File: src/logic/apc_pkg.sv
package apc_pkg;

	// ****************************************************
	// register offsets
	// ****************************************************
	localparam logic [7:0] SAMPLING_MODE_CONTROL_ADDR     = 8'h26;
	localparam logic [7:0] ACQUISITION_ALARM_CONTROL_ADDR = 8'h27;
	localparam logic [7:0] IRQ_PIN_CONTROL_ADDR           = 8'h28;

	// ****************************************************
	// field positions and reset values
	// ****************************************************
	localparam int OSR_LSB         = 3;
	localparam int LOAD_TARGET_BIT = 5;
	localparam int TARGET_SRC_BIT  = 4;
	localparam int IRQ_A_POL_BIT   = 5;
	localparam int IRQ_A_OD_BIT    = 4;
	localparam int IRQ_B_POL_BIT   = 1;
	localparam int IRQ_B_OD_BIT    = 0;
	localparam logic [7:0] SAMPLING_WRITE_MASK = 8'h38;
	localparam logic [7:0] ACQ_WRITE_MASK      = 8'h3f;
	localparam logic [7:0] IRQ_WRITE_MASK      = 8'h33;
	localparam logic [7:0] CTRL_RESET          = 8'h00;

	// ****************************************************
	// timing
	// ****************************************************
	localparam int CLOCK_HZ        = 25_000_000;
	localparam int SAMPLE_BASE_MS  = 6;
	localparam int SAMPLE_STEP_MS  = 4;
	localparam int MS_CYCLES       = CLOCK_HZ / 1000;
	localparam int SECOND_CYCLES   = CLOCK_HZ;

	typedef enum logic [1:0] {
		APC_CAP_IDLE = 2'b00,
		APC_CAP_ARM  = 2'b01,
		APC_CAP_DONE = 2'b11
	} apc_cap_state_t;

endpackage : apc_pkg

File: src/logic/apc_pin_if.sv
// one interrupt pad: merged request in, pad drive out
interface apc_pin_if;
	logic request;
	logic polarity;
	logic open_drain;
	logic pad_out;
	logic pad_oe;
	modport ctrl (output request, output polarity, output open_drain,
		input pad_out, input pad_oe);
	modport pad (input request, input polarity, input open_drain,
		output pad_out, output pad_oe);
endinterface : apc_pin_if

File: src/logic/apc_acq_ctrl.sv
// What this block does
// oversample field selects ratio two to the n, interval 6 to 512 ms
// load bit set captures next pressure and temperature output as targets
// host clears then sets load bit again for a fresh capture
// host sets load bit once before using captured targets
// source bit picks programmed targets (0) or captured readings (1)
// interval exponent bits 3..0 give acquisition step two to n seconds
// pin A polarity bit 5, zero active low, one active high
// pin A drive bit 4, zero push-pull, one open drain
// pin B polarity bit 1, zero active low, one active high
// pin B drive bit 0, zero push-pull, one open drain
// reserved bits are read-only and read zero
// oversample field is bits 5..3 of sampling control, reset 000
// all routed sources per pin are ORed before polarity and drive
// open drain pins drive only when active, else released
module apc_acq_ctrl (
	input  wire logic        clock,
	input  wire logic        reset_n,
	// register port behind the serial interface
	input  wire logic        reg_write,
	input  wire logic [7:0]  reg_addr,
	input  wire logic [7:0]  reg_wdata,
	output logic      [7:0]  reg_rdata,
	// measurement side
	input  wire logic        sample_valid,
	input  wire logic [19:0] pressure_output,
	input  wire logic [11:0] temperature_output,
	input  wire logic [19:0] pressure_target_prog,
	input  wire logic [11:0] temperature_target_prog,
	output logic      [19:0] pressure_target,
	output logic      [11:0] temperature_target,
	output logic      [2:0]  oversample_ratio_select,
	output logic      [7:0]  oversample_ratio,
	output logic      [9:0]  min_sample_interval_ms,
	output logic             sample_slot_ready,
	output logic             acquisition_tick,
	// routed interrupt sources, already enabled
	input  wire logic [7:0]  irq_sources_a,
	input  wire logic [7:0]  irq_sources_b,
	output logic             irq_pin_a_out,
	output logic             irq_pin_a_oe,
	output logic             irq_pin_b_out,
	output logic             irq_pin_b_oe
);
	import apc_pkg::*;

	// ****************************************************
	// registers
	// ****************************************************
	logic [7:0]     sampling_reg, sampling_next;
	logic [7:0]     acq_reg, acq_next;
	logic [7:0]     irq_reg, irq_next;
	logic [7:0]     rdata_next;

	// masked write keeps reserved bits at zero
	function automatic logic [7:0] masked(input logic [7:0] d,
		input logic [7:0] m);
		return d & m;
	endfunction

	always_comb begin
		sampling_next = sampling_reg;
		acq_next      = acq_reg;
		irq_next      = irq_reg;
		// reserved read zero
		if (reg_write && reg_addr == SAMPLING_MODE_CONTROL_ADDR) begin
			sampling_next = masked(reg_wdata, SAMPLING_WRITE_MASK);
		end else if (reg_write &&
			reg_addr == ACQUISITION_ALARM_CONTROL_ADDR) begin
			acq_next = masked(reg_wdata, ACQ_WRITE_MASK);
		end else if (reg_write && reg_addr == IRQ_PIN_CONTROL_ADDR) begin
			irq_next = masked(reg_wdata, IRQ_WRITE_MASK);
		end
		// unmapped reads return zero
		if (reg_addr == SAMPLING_MODE_CONTROL_ADDR) begin
			rdata_next = sampling_next;
		end else if (reg_addr == ACQUISITION_ALARM_CONTROL_ADDR) begin
			rdata_next = acq_next;
		end else if (reg_addr == IRQ_PIN_CONTROL_ADDR) begin
			rdata_next = irq_next;
		end else begin
			rdata_next = 8'h00;
		end
	end

	// oversample reset value
	always_ff @(posedge clock or negedge reset_n) begin
		if (!reset_n) begin
			sampling_reg <= CTRL_RESET;
			acq_reg      <= CTRL_RESET;
			irq_reg      <= CTRL_RESET;
			reg_rdata    <= 8'h00;
		end else begin
			sampling_reg <= sampling_next;
			acq_reg      <= acq_next;
			irq_reg      <= irq_next;
			reg_rdata    <= rdata_next;
		end
	end

	// ****************************************************
	// oversampling decode
	// ****************************************************
	// ratio and interval
	always_comb begin
		oversample_ratio_select = sampling_reg[OSR_LSB +: 3];
		oversample_ratio        = 8'h01 << oversample_ratio_select;
		// 6,10,18,..,258 is 2+4*ratio; top entry is 512 not 514
		if (oversample_ratio_select == 3'h7) begin
			min_sample_interval_ms = 10'h200;
		end else begin
			min_sample_interval_ms = 10'(SAMPLE_BASE_MS - SAMPLE_STEP_MS)
				+ 10'(SAMPLE_STEP_MS) * {2'h0, oversample_ratio};
		end
	end

	// ms enable and interval spacing counter
	logic [14:0] ms_cnt_reg, ms_cnt_next;
	logic [9:0]  gap_reg, gap_next;
	logic        ms_tick;
	always_comb begin
		ms_tick    = (ms_cnt_reg == 15'(MS_CYCLES - 1));
		ms_cnt_next = ms_tick ? 15'h0000 : ms_cnt_reg + 15'h0001;
		gap_next   = gap_reg;
		if (sample_valid) begin
			gap_next = 10'h000;
		end else if (ms_tick && gap_reg != 10'h3ff) begin
			gap_next = gap_reg + 10'h001;
		end
		sample_slot_ready = (gap_reg >= min_sample_interval_ms);
	end

	always_ff @(posedge clock or negedge reset_n) begin
		if (!reset_n) begin
			ms_cnt_reg <= 15'h0000;
			gap_reg    <= 10'h3ff;
		end else begin
			ms_cnt_reg <= ms_cnt_next;
			gap_reg    <= gap_next;
		end
	end

	// ****************************************************
	// acquisition time step
	// ****************************************************
	// second prescaler, then seconds counted against 2^exponent
	logic [24:0] sec_cnt_reg, sec_cnt_next;
	logic [15:0] step_cnt_reg, step_cnt_next;
	logic        sec_tick;
	logic        tick_next;
	logic [15:0] step_len;
	always_comb begin
		// step is two to n
		step_len      = 16'h0001 << acq_reg[3:0];
		sec_tick      = (sec_cnt_reg == 25'(SECOND_CYCLES - 1));
		sec_cnt_next  = sec_tick ? 25'h0000000 : sec_cnt_reg + 25'h0000001;
		step_cnt_next = step_cnt_reg;
		tick_next     = 1'b0;
		if (sec_tick) begin
			if (step_cnt_reg + 16'h0001 >= step_len) begin
				step_cnt_next = 16'h0000;
				tick_next     = 1'b1;
			end else begin
				step_cnt_next = step_cnt_reg + 16'h0001;
			end
		end
	end

	always_ff @(posedge clock or negedge reset_n) begin
		if (!reset_n) begin
			sec_cnt_reg      <= 25'h0000000;
			step_cnt_reg     <= 16'h0000;
			acquisition_tick <= 1'b0;
		end else begin
			sec_cnt_reg      <= sec_cnt_next;
			step_cnt_reg     <= step_cnt_next;
			acquisition_tick <= tick_next;
		end
	end

	// ****************************************************
	// target capture
	// ****************************************************
	// a held load bit captures once; the host must toggle it to rearm
	apc_cap_state_t cap_reg, cap_next;
	logic [19:0]    cap_p_reg, cap_p_next;
	logic [11:0]    cap_t_reg, cap_t_next;
	always_comb begin
		cap_next   = cap_reg;
		cap_p_next = cap_p_reg;
		cap_t_next = cap_t_reg;
		case (cap_reg)
			APC_CAP_IDLE: begin
				if (acq_reg[LOAD_TARGET_BIT]) begin
					cap_next = APC_CAP_ARM;
				end
			end
			APC_CAP_ARM: begin
				// capture next output
				if (!acq_reg[LOAD_TARGET_BIT]) begin
					cap_next = APC_CAP_IDLE;
				end else if (sample_valid) begin
					cap_p_next = pressure_output;
					cap_t_next = temperature_output;
					cap_next   = APC_CAP_DONE;
				end
			end
			default: begin
				// rearm on clear
				if (!acq_reg[LOAD_TARGET_BIT]) begin
					cap_next = APC_CAP_IDLE;
				end
			end
		endcase
	end

	always_ff @(posedge clock or negedge reset_n) begin
		if (!reset_n) begin
			cap_reg            <= APC_CAP_IDLE;
			cap_p_reg          <= 20'h00000;
			cap_t_reg          <= 12'h000;
			pressure_target    <= 20'h00000;
			temperature_target <= 12'h000;
		end else begin
			cap_reg   <= cap_next;
			cap_p_reg <= cap_p_next;
			cap_t_reg <= cap_t_next;
			// target source select
			pressure_target    <= acq_reg[TARGET_SRC_BIT] ? cap_p_next
				: pressure_target_prog;
			temperature_target <= acq_reg[TARGET_SRC_BIT] ? cap_t_next
				: temperature_target_prog;
		end
	end

	// ****************************************************
	// interrupt pads
	// ****************************************************
	apc_pin_if pin_a ();
	apc_pin_if pin_b ();

	// OR of routed sources
	assign pin_a.request = |irq_sources_a;
	assign pin_b.request = |irq_sources_b;
	// pin A polarity
	assign pin_a.polarity   = irq_reg[IRQ_A_POL_BIT];
	// pin A drive
	assign pin_a.open_drain = irq_reg[IRQ_A_OD_BIT];
	// pin B polarity
	assign pin_b.polarity   = irq_reg[IRQ_B_POL_BIT];
	// pin B drive
	assign pin_b.open_drain = irq_reg[IRQ_B_OD_BIT];

	// open drain release
	apc_pin_driver u_pad_a (
		.clock   (clock),
		.reset_n (reset_n),
		.pin     (pin_a.pad)
	);
	apc_pin_driver u_pad_b (
		.clock   (clock),
		.reset_n (reset_n),
		.pin     (pin_b.pad)
	);

	assign irq_pin_a_out = pin_a.pad_out;
	assign irq_pin_a_oe  = pin_a.pad_oe;
	assign irq_pin_b_out = pin_b.pad_out;
	assign irq_pin_b_oe  = pin_b.pad_oe;
endmodule : apc_acq_ctrl

File: src/logic/apc_pin_driver.sv
module apc_pin_driver (
	input  wire logic clock,
	input  wire logic reset_n,
	apc_pin_if.pad    pin
);
	import apc_pkg::*;

	logic level_next;
	logic level_reg;
	logic oe_next;
	logic oe_reg;

	// level follows polarity; open drain drives only when asserted
	always_comb begin
		level_next = pin.request ^ ~pin.polarity;
		oe_next    = pin.open_drain ? pin.request : 1'b1;
	end

	// pad flops; idle after reset is inactive low-polarity high
	always_ff @(posedge clock or negedge reset_n) begin
		if (!reset_n) begin
			level_reg <= 1'b1;
			oe_reg    <= 1'b1;
		end else begin
			level_reg <= level_next;
			oe_reg    <= oe_next;
		end
	end

	assign pin.pad_out = level_reg;
	assign pin.pad_oe  = oe_reg;
endmodule : apc_pin_driver

File: config.mk
export PLATFORM = sky130hd
export DESIGN_NAME = apc_acq_ctrl
export DESIGN_NICKNAME = d
export VERILOG_FILES = /design/src/logic/apc_pkg.sv /design/src/logic/apc_pin_if.sv /design/src/logic/apc_acq_ctrl.sv /design/src/logic/apc_pin_driver.sv
export SDC_FILE = /design/constraint.sdc
export NUM_CORES = 1
export LEC_CHECK = 0
export ABC_AREA = 1
export BUFFER_PORTS_ARGS = -buffer_cell sky130_fd_sc_hd__buf_4
export CAP_MARGIN = 20
export CORE_MARGIN = 2
export CORE_UTILIZATION = 45
export CTS_BUF_LIST = sky130_fd_sc_hd__clkbuf_8
export CTS_CLUSTER_DIAMETER = 60
export DETAILED_ROUTE_END_ITERATION = 8
export PLACE_DENSITY = 0.66
export SYNTH_ARGS = -nofsm -noshare
export SYNTH_HDL_FRONTEND = slang
export SYNTH_SLANG_ARGS = --single-unit
File: constraint.sdc
create_clock -name clock -period 2.25 [get_ports clock]
set_input_delay 0.1125 -clock clock [delete_from_list [all_inputs] [get_ports clock]]
set_output_delay 0.1125 -clock clock [all_outputs]
set_load 0.05 [all_outputs]
Yosys cells after proc, flatten, opt, wreduce, memory -nomap -nowiden
Index checks and enable logic that the tools add are counted.

word-level totals
  memories = 0
  output and inout bits = 67
  bits in writable memories = 0
  register bits = 169
  logic and storage cells = 83
  ROM bits = 0
  bits in latches = 0

cells by class
  equality and inequality tests = 11
  bitwise logic cells = 4
  reduce and logical (&&, ||, !) cells = 9
  shift-type cells = 2
  multipliers = 0
  $lt $le $gt $ge = 2
  $add $sub $neg = 5
  multiplexer cells = 32
  div/mod/pow operators = 0

operator list
  cell                                                                    number
  20-bit 2-to-1 mux                                                       4
  8-bit 2-to-1 mux                                                        9
  12-bit 2-to-1 mux                                                       4
  10-bit 2-to-1 mux                                                       3
  25-bit by 1-bit adder with 25-bit output (second input constant)        1
  25-bit equality test (second input constant)                            1
  25-bit 2-to-1 mux                                                       1
  8-bit by 6-bit equality test with 1-bit output (second input constant)  3
  16-bit by 1-bit adder with 16-bit output (second input constant)        1
  16-bit greater-or-equal comparator                                      1
  16-bit 2-to-1 mux                                                       1
  8-bit OR reduction                                                      2
  1-bit by 4-bit left shift with 16-bit output (first input constant)     1
  15-bit by 1-bit adder with 15-bit output (second input constant)        1
  15-bit equality test (second input constant)                            1
  15-bit 2-to-1 mux                                                       1
  10-bit by 1-bit adder with 10-bit output (second input constant)        1
  2-bit by 10-bit adder with 10-bit output (first input constant)         1
  10-bit greater-or-equal comparator                                      1
  10-bit != test (second input constant)                                  1
  2-bit 2-to-1 mux                                                        4
  1-bit by 3-bit left shift with 8-bit output (first input constant)      1
  1-bit logical AND                                                       4
  1-bit 2-to-1 mux                                                        4
  11 further kinds                                                        13

Longest topological paths before layout
Gate-level depths: netlist (run 1).

  word-level depth = 8
  depth in mapped cells = 18
  gate-level depth less buffers = 18

Modules after synthesis
From an unflattened synthesis (run 1), not the netlist that was laid out.

second synthesis, totals
  cell total of the unflattened synthesis = 1,096
  area total of the unflattened synthesis = 8,976.1 um^2

by module, submodules not included
  module          instances  seq. area each (um^2)  area an instance (um^2)  cells an instance
  apc_acq_ctrl    1          4,141.5                8,826.0                  1,080
  apc_pin_driver  2          52.6                   75.1                     8

Least setup slack after synthesis (run 1)
No wires, ideal clock.

  kind = register -> output
  start = register sampling_reg[5]
  end = output sample_slot_ready
  data required time = 2.138 ns
  buffers on the path = 1
  arrival time = 4.196 ns
  setup slack = -2.058 ns
  stages on the path, launching flop included = 10
  cells stage by stage = dfrtp_1 clkbuf_1 inv_1 nor3_1 inv_1 ha_1 nand2_1 nor2_1 nand2_1 o2111ai_1

between the ends
  longest elaborated chain between the ends = 4
  elaborated cells between the ends (all ways) = 5

ends and longest elaborated chain
  what                                         line                 text
  start, declared                              apc_acq_ctrl.sv:50   logic [7:0] sampling_reg, sampling_next;
  start signal, assigned                       apc_acq_ctrl.sv:94   sampling_reg <= sampling_next;
  1-bit by 3-bit left shift with 8-bit output  apc_acq_ctrl.sv:107  oversample_ratio = 8'h01 << oversample_ratio_select;
  2-bit by 10-bit adder with 10-bit output     apc_acq_ctrl.sv:113  + 10'(SAMPLE_STEP_MS) * {2'h0, oversample_ratio};
  10-bit 2-to-1 mux *                          apc_acq_ctrl.sv:109  if (oversample_ratio_select == 3'h7) begin
  via min_sample_interval_ms[9]                apc_acq_ctrl.sv:34   output logic [9:0] min_sample_interval_ms,
  10-bit greater-or-equal comparator *         apc_acq_ctrl.sv:130  sample_slot_ready = (gap_reg >= min_sample_interval_ms);
  end, declared                                apc_acq_ctrl.sv:35   output logic sample_slot_ready,

Mark *: on every way through the listed nets, which the timed path passes. The rest lies on a longest branch.

Worst setup path after layout (run 1)
  start = register sampling_reg[3]
  end = output sample_slot_ready

between the ends
  longest elaborated chain between the ends = 4
  elaborated cells between the ends (all ways) = 5

ends and longest elaborated chain
  what                                         line
  1-bit by 3-bit left shift with 8-bit output  apc_acq_ctrl.sv:107
  2-bit by 10-bit adder with 10-bit output     apc_acq_ctrl.sv:113
  10-bit 2-to-1 mux *                          apc_acq_ctrl.sv:109
  10-bit greater-or-equal comparator *         apc_acq_ctrl.sv:130

Mark *: on every way between the ends. The rest lies on a longest branch, timed or not.

==> results_dict.tcl, run 1 <==
set metrics [dict create \
    routed_wl_mm 22.8 \
    io_buffers 163 \
    grt_pass1_wl_mm 37.8 \
    cts_tree "built" \
    placed_cell_area_sq_mm 0.0108 \
    synth-edff-count 0 \
    cts_sinks 169 \
    crit_fanout 11 \
    io_pins 167 \
    drc 0 \
    final_antenna_net_count 0 \
    end_kind "output pin" \
    ir_worst_vdd_v 0.000378 \
    antenna_found_initial 0 \
    worst_setup_path_start_kind "flip-flop" \
    drt-pass1-iter-count 5 \
    final_common_cell "nand2_1" \
    fmax_ghz 0.385 \
    gp_congestion 0.859 \
    grt_setup_unrepaired "yes" \
    place_hpwl_mm 15.2 \
    fin_skew_ns 0.0149 \
    dpl_worst_slack_ns -0.175 \
    die_area_sq_mm 0.0209 \
    die_w_um 145 \
    cts_max_level 4 \
    syn_nets 1195 \
    clk_latency_ns 0.47 \
    total_power_mw 6.48 \
    worst_pin_slew_ns 0.515 \
    hp-class "in -> reg" \
    syn-mean-instance-area_sq_um 8.36 \
    synth_area_sq_mm 0.00891 \
    fin_util 0.644 \
    seq_area_frac_synth 0.477 \
    worst_slack_ns -0.347 \
    largest_reg_flops 25 \
    grt-ovfl-total 0 \
    synth.distinct_cells 45 \
    viasPerCell 4.87 \
    final_cell_area_sq_mm 0.0125 \
    fin_crit_sh 1.15 \
    fin_crit_ns 2.60 \
    grtUsageTotal 0.227 \
    clk_pin_slew_ns 0.11 \
    drive_gt1_frac 0.297 \
    fin_nets 1482 \
    crit_arrival_ns 2.48 \
    synthFlopType "dfrtp_1" \
    outcome "finished with violations" \
    yosys_warnings 0 \
    clockBufferDepth 2 \
    num_rows 51 \
    hold_viol 0 \
    setup_viol 18 \
    required_ns 2.14 \
    cap_violations 0 \
    cts_buffers 17 \
    syn_to_final_growth_pct 40.7 \
    leakagePower_nw 6.21 \
    clockRootBuffer "clkbuf_8" \
    postSynthCellCount 1066 \
    fp.coreArea_sq_mm 0.0195 \
    grt_pass1_vias 7953 \
    vias 7951 \
    failed_checks "negative setup slack" \
    ys_async_sr_fraction 1.00 \
    die_h_um 145 \
    synth.ff_latch_count 169 \
    relSlewSlack 0.656 \
    grt_max_degree 66 \
    worstSetupPathType "reg -> out" \
    floorplan.initialDensity 0.458 \
    dr.first_iter.drc_count 329 \
    final_cell_mix "228 x nand2_1, 206 x buf_4, 154 x dfrtp_1" \
    wl_per_cell_um 14.0 \
    drv_slew 0 \
    powerDensity_mw_per_mm2 517 \
]
timing repair:
item | 4_1_cts | 5_1_grt
buffers inserted | 10 | 8
endpoints found under the setup margin | 18 | 18
cloned | 1 | 0
hold endpoints to repair | 135 | 0
resized for setup | 53 | 35
hold buffers | 81 | 0
pin swaps | 21 | 21
worst paths after layout:
check                                            startpoint  slack [ns]                             to  depth (start not counted)
worst max-delay path              sampling_reg[3]$_DFF_PN0_       -0.35              sample_slot_ready                          9
worst min-delay path                       irq_sources_b[2]        0.07  u_pad_b.pin.pad_out$_DFF_PN1_                          4
worst max register to register  step_cnt_reg[1]$_DFFE_PN0N_       -0.17    step_cnt_reg[5]$_DFFE_PN0N_                         17
worst min register to register      ms_cnt_reg[0]$_DFF_PN0_        0.47        ms_cnt_reg[0]$_DFF_PN0_                          1
max in group asynchronous                           reset_n        1.37   u_pad_a.pin.pad_oe$_DFF_PN1_                          3
min in group asynchronous                           reset_n        0.14        cap_p_reg[12]$_DFF_PN0_                          2
layout make-up:
type	count	area [sq um]
antenna	1	2.50
fill	1587	6930
multi-input combinational	692	4230
sequential	169	4250
inverter	168	642
timing repair buffer	305	2630
clock buffer	17	234
tap	265	332
clock inverter	15	211
logic make-up (layout without fill, tap and decap cells):
logic type | after synthesis | after routing | synth area share
and+or+nand+nor | 491 | 491 | 0.248
AOI/OAI and AO/OA | 106 | 106 | 0.0685
other | 1 | 2 | 0.000421
xor gates and xnor gates | 33 | 33 | 0.0324
buffers and inverters | 205 | 505 | 0.0930
adders and majority gates | 29 | 29 | 0.0407
muxes | 32 | 32 | 0.0404
DFF | 169 | 169 | 0.477
routing by layer:
layer	up-vias	global-route usage	wire (um)
li1	3985	-	-
met5	-	0	0
met3	27	0.0507	905
met2	153	0.388	11500
met1	3786	0.291	10000
met4	0	0.0634	394
cells in the mapped netlist (all sizes together), types with 10 or more instances:
master,count,area (sq um)
clkbuf,18,67.6
nand2,247,935
nor4,10,77.6
nand4,31,194
dfstp,14,368
nor3,48,250
nor2,92,389
ha,29,363
buf,19,130
xor2,28,245
dfrtp,155,3880
o21ai,57,289
nand3,54,300
a21oi,22,118
inv,168,631
mux2,32,360
critical path, stage by stage, from the launching register on:
cell,delay (ns)
dfrtp_1,0.40
buf_4,0.20
nor3_4,0.23
inv_1,0.10
ha_1,0.28
nand2_1,0.09
nor4_2,0.26
nand3_1,0.15
o2111ai_4,0.12
buf_8,0.18
where the power goes:
group          leakage [nW]  switching, mW  internal [mW]
registers              2.20         0.0441           3.11
clock network         0.218           1.42          0.903
logic                  3.79          0.560          0.448
total                  6.21           2.02           4.46
through the flow:
step / instances / setup TNS, ns / hold WS, ns
after CTS: 1623 / -1.52 / 0.0376
final: 1632 / -2.58 / 0.0650
after floorplan: 1066 / -0.428 / -0.183
after detailed placement: 1499 / -1.90 / 0.0853
after global routing: 1631 / -4.92 / 0.0486
after global placement: 1499 / -1.24 / 0.0882
No activity file was read; power rests on OpenSTA's default activity.
==> run 2, diff against run 1 <==
CORE_MARGIN = 4   (was 2)
REMOVE_ABC_BUFFERS = 1   (was default)
==> run 2 against run 1 <==
Against the previous run:
- cell count is 0.18% lower
- fmax rose by 3.3%
- non-clock buffer count shrank 2
- the flow still finishes with violations (negative setup slack)
- flip-flop and latch count unchanged
- design area is 0.70% higher
- hold slack lost 0.026 ns
- via count rose by 0.65%
- worst setup slack better by 0.082 ns
- register-to-register slack gained 0.10 ns
- clock skew up 0.0018 ns
- utilization up 0.45 points
==> results_dict.tcl, run 2 (same netlist as run 1, synthesis figures left out) <==
set metrics [dict create \
    drv_slew 0 \
    grtUsageTotal 0.221 \
    end_kind "output pin" \
    ir_worst_vdd_v 0.000500 \
    final_antenna_net_count 0 \
    grt_setup_unrepaired "yes" \
    fin_nets 1480 \
    fp.coreArea_sq_mm 0.0195 \
    failed_checks "negative setup slack" \
    clk_latency_ns 0.46 \
    r2r_end "step_cnt_reg[13]$_DFFE_PN0N_" \
    antenna_found_initial 0 \
    grt-ovfl-total 0 \
    drc 0 \
    cp-endpoint "sample_slot_ready" \
    final_common_cell "nand2_1" \
    wl_per_cell_um 14.4 \
    setup_viol 18 \
    drt-pass1-iter-count 6 \
    worst-path-stages 9 \
    clk_pin_slew_ns 0.09 \
    required_ns 2.14 \
    hold_ws_ns 0.0390 \
    cp_cell_sequence "buf_4 > nor3_4 > inv_1 > ha_1 > nand2_2 > nor4_4 > nand3_1 > o2111ai_2 > buf_6" \
    placed_cell_area_sq_mm 0.0107 \
    final_cell_mix "219 x nand2_1, 212 x buf_4, 152 x dfrtp_1" \
    cts_sinks 169 \
    dpl_worst_slack_ns -0.184 \
    r2r-start "step_cnt_reg[1]$_DFFE_PN0N_" \
    reg2reg_depth 17 \
    leakagePower_nw 6.17 \
    fmax_ghz 0.398 \
    hp-class "in -> reg" \
    place_hpwl_mm 15.9 \
    worstSetupPathType "reg -> out" \
    num_rows 51 \
    drive_gt1_frac 0.326 \
    hold_viol 0 \
    crit_fanout 4 \
    fillers 1589 \
    die_h_um 149 \
    die_area_sq_mm 0.0221 \
    viasPerCell 4.91 \
    cap_violations 0 \
    syn_to_final_growth_pct 41.6 \
    slowest_delay_ns 0.46 \
    powerDensity_mw_per_mm2 498 \
    grt_pass1_wl_mm 39.4 \
    worst-path-buf-inv 3 \
    vias 8003 \
    gp_congestion 0.884 \
    clockBufferDepth 2 \
    io_pins 167 \
    dr.first_iter.drc_count 383 \
    critPathTopFamily "simple AND/OR/NAND/NOR gates" \
    worst_setup_path_start_kind "flip-flop" \
    grt_max_degree 68 \
    io_buffers 163 \
    reg2reg_slack_ns -0.07 \
    clockRootBuffer "clkbuf_8" \
    crit_arrival_ns 2.40 \
    routed_wl_mm 23.5 \
    largest_reg_flops 25 \
    floorplan.initialDensity 0.458 \
    critPathLaunch "sampling_reg[4]$_DFF_PN0_" \
    fin_skew_ns 0.0167 \
    relSlewSlack 0.562 \
    cts_buffers 17 \
    outcome "finished with violations" \
    fin_crit_ns 2.51 \
    cts_tree "built" \
    cp_slowest_cell "dfrtp_2" \
    die_w_um 149 \
    cts_max_level 4 \
    grt_pass1_vias 8185 \
    worst_pin_slew_ns 0.657 \
    worst_slack_ns -0.265 \
    final_cell_area_sq_mm 0.0126 \
    n_antenna_cell 0 \
    fin_crit_sh 1.12 \
]
==> run 2: tightest hold or removal path, cell delays in order <==
cell and delay, ns:
buf_4 0.09, inv_1 0.06, nand2_1 0.08, o21a_1 0.11
==> run 2: how the worst min path moves through the flow <==
stage / startpoint / to / slack [ns] / depth (start not counted)
after global routing: reg_wdata[2] / acq_reg[2]$_DFF_PN0_ / 0.04 / 3
after global placement: reset_n / sec_cnt_reg[22]$_DFF_PN0_ / 0.16 / 1
after CTS: reg_wdata[1] / irq_reg[1]$_DFF_PN0_ / 0.008 / 4
after floorplan: reset_n / acq_reg[0]$_DFF_PN0_ / -0.18 / 0
after detailed placement: reset_n / sec_cnt_reg[20]$_DFF_PN0_ / 0.16 / 1
final: reg_wdata[1] / irq_reg[1]$_DFF_PN0_ / 0.04 / 4
==> run 2: cell type report <==
type	count	area (sq um)	area share
Sequential cell	169	4250	0.337
Inverter	168	639	0.0507
Timing Repair Buffer	303	2580	0.205
Clock inverter	15	136	0.0108
Clock buffer	17	234	0.0185
Multi-Input combinational cell	692	4440	0.352
Tap cell	265	332	0.0263
==> run 2: metal layers <==
layer  share of wire  up-vias  track usage
li1                -     3985            -
met2            0.51      166        0.381
met4           0.020        0       0.0614
met3           0.044       38       0.0551
met1            0.42     3814        0.276
met5               0        -            0
==> run 2: what timing repair did <==
item / CTS / global route
cloned: 1 / 0
gates resized for setup: 85 / 69
hold endpoints to repair: 145 / 0
buffers inserted: 15 / 5
hold buffers: 74 / 0
pin swaps: 36 / 40
endpoints found under the setup margin: 18 / 18
==> run 2: report_power, final <==
group          internal (mW)  total (mW)  switching [mW]
Sequential              3.11        3.15          0.0450
Clock                  0.809        2.07            1.26
Combinational          0.476        1.06           0.586
==> run 2: metrics by stage <==
step	util	power, mW	instances	TNS [ns]
2_1_floorplan	-	3.62	1029	-28.68
3_3_place_gp	0.548	4.01	1503	-0.446
3_5_place_dp	0.548	4.02	1503	-1.61
4_1_cts	0.631	6.28	1625	-0.774
5_1_grt	0.648	6.56	1629	-3.61
6_report	0.648	6.29	1629	-0.944
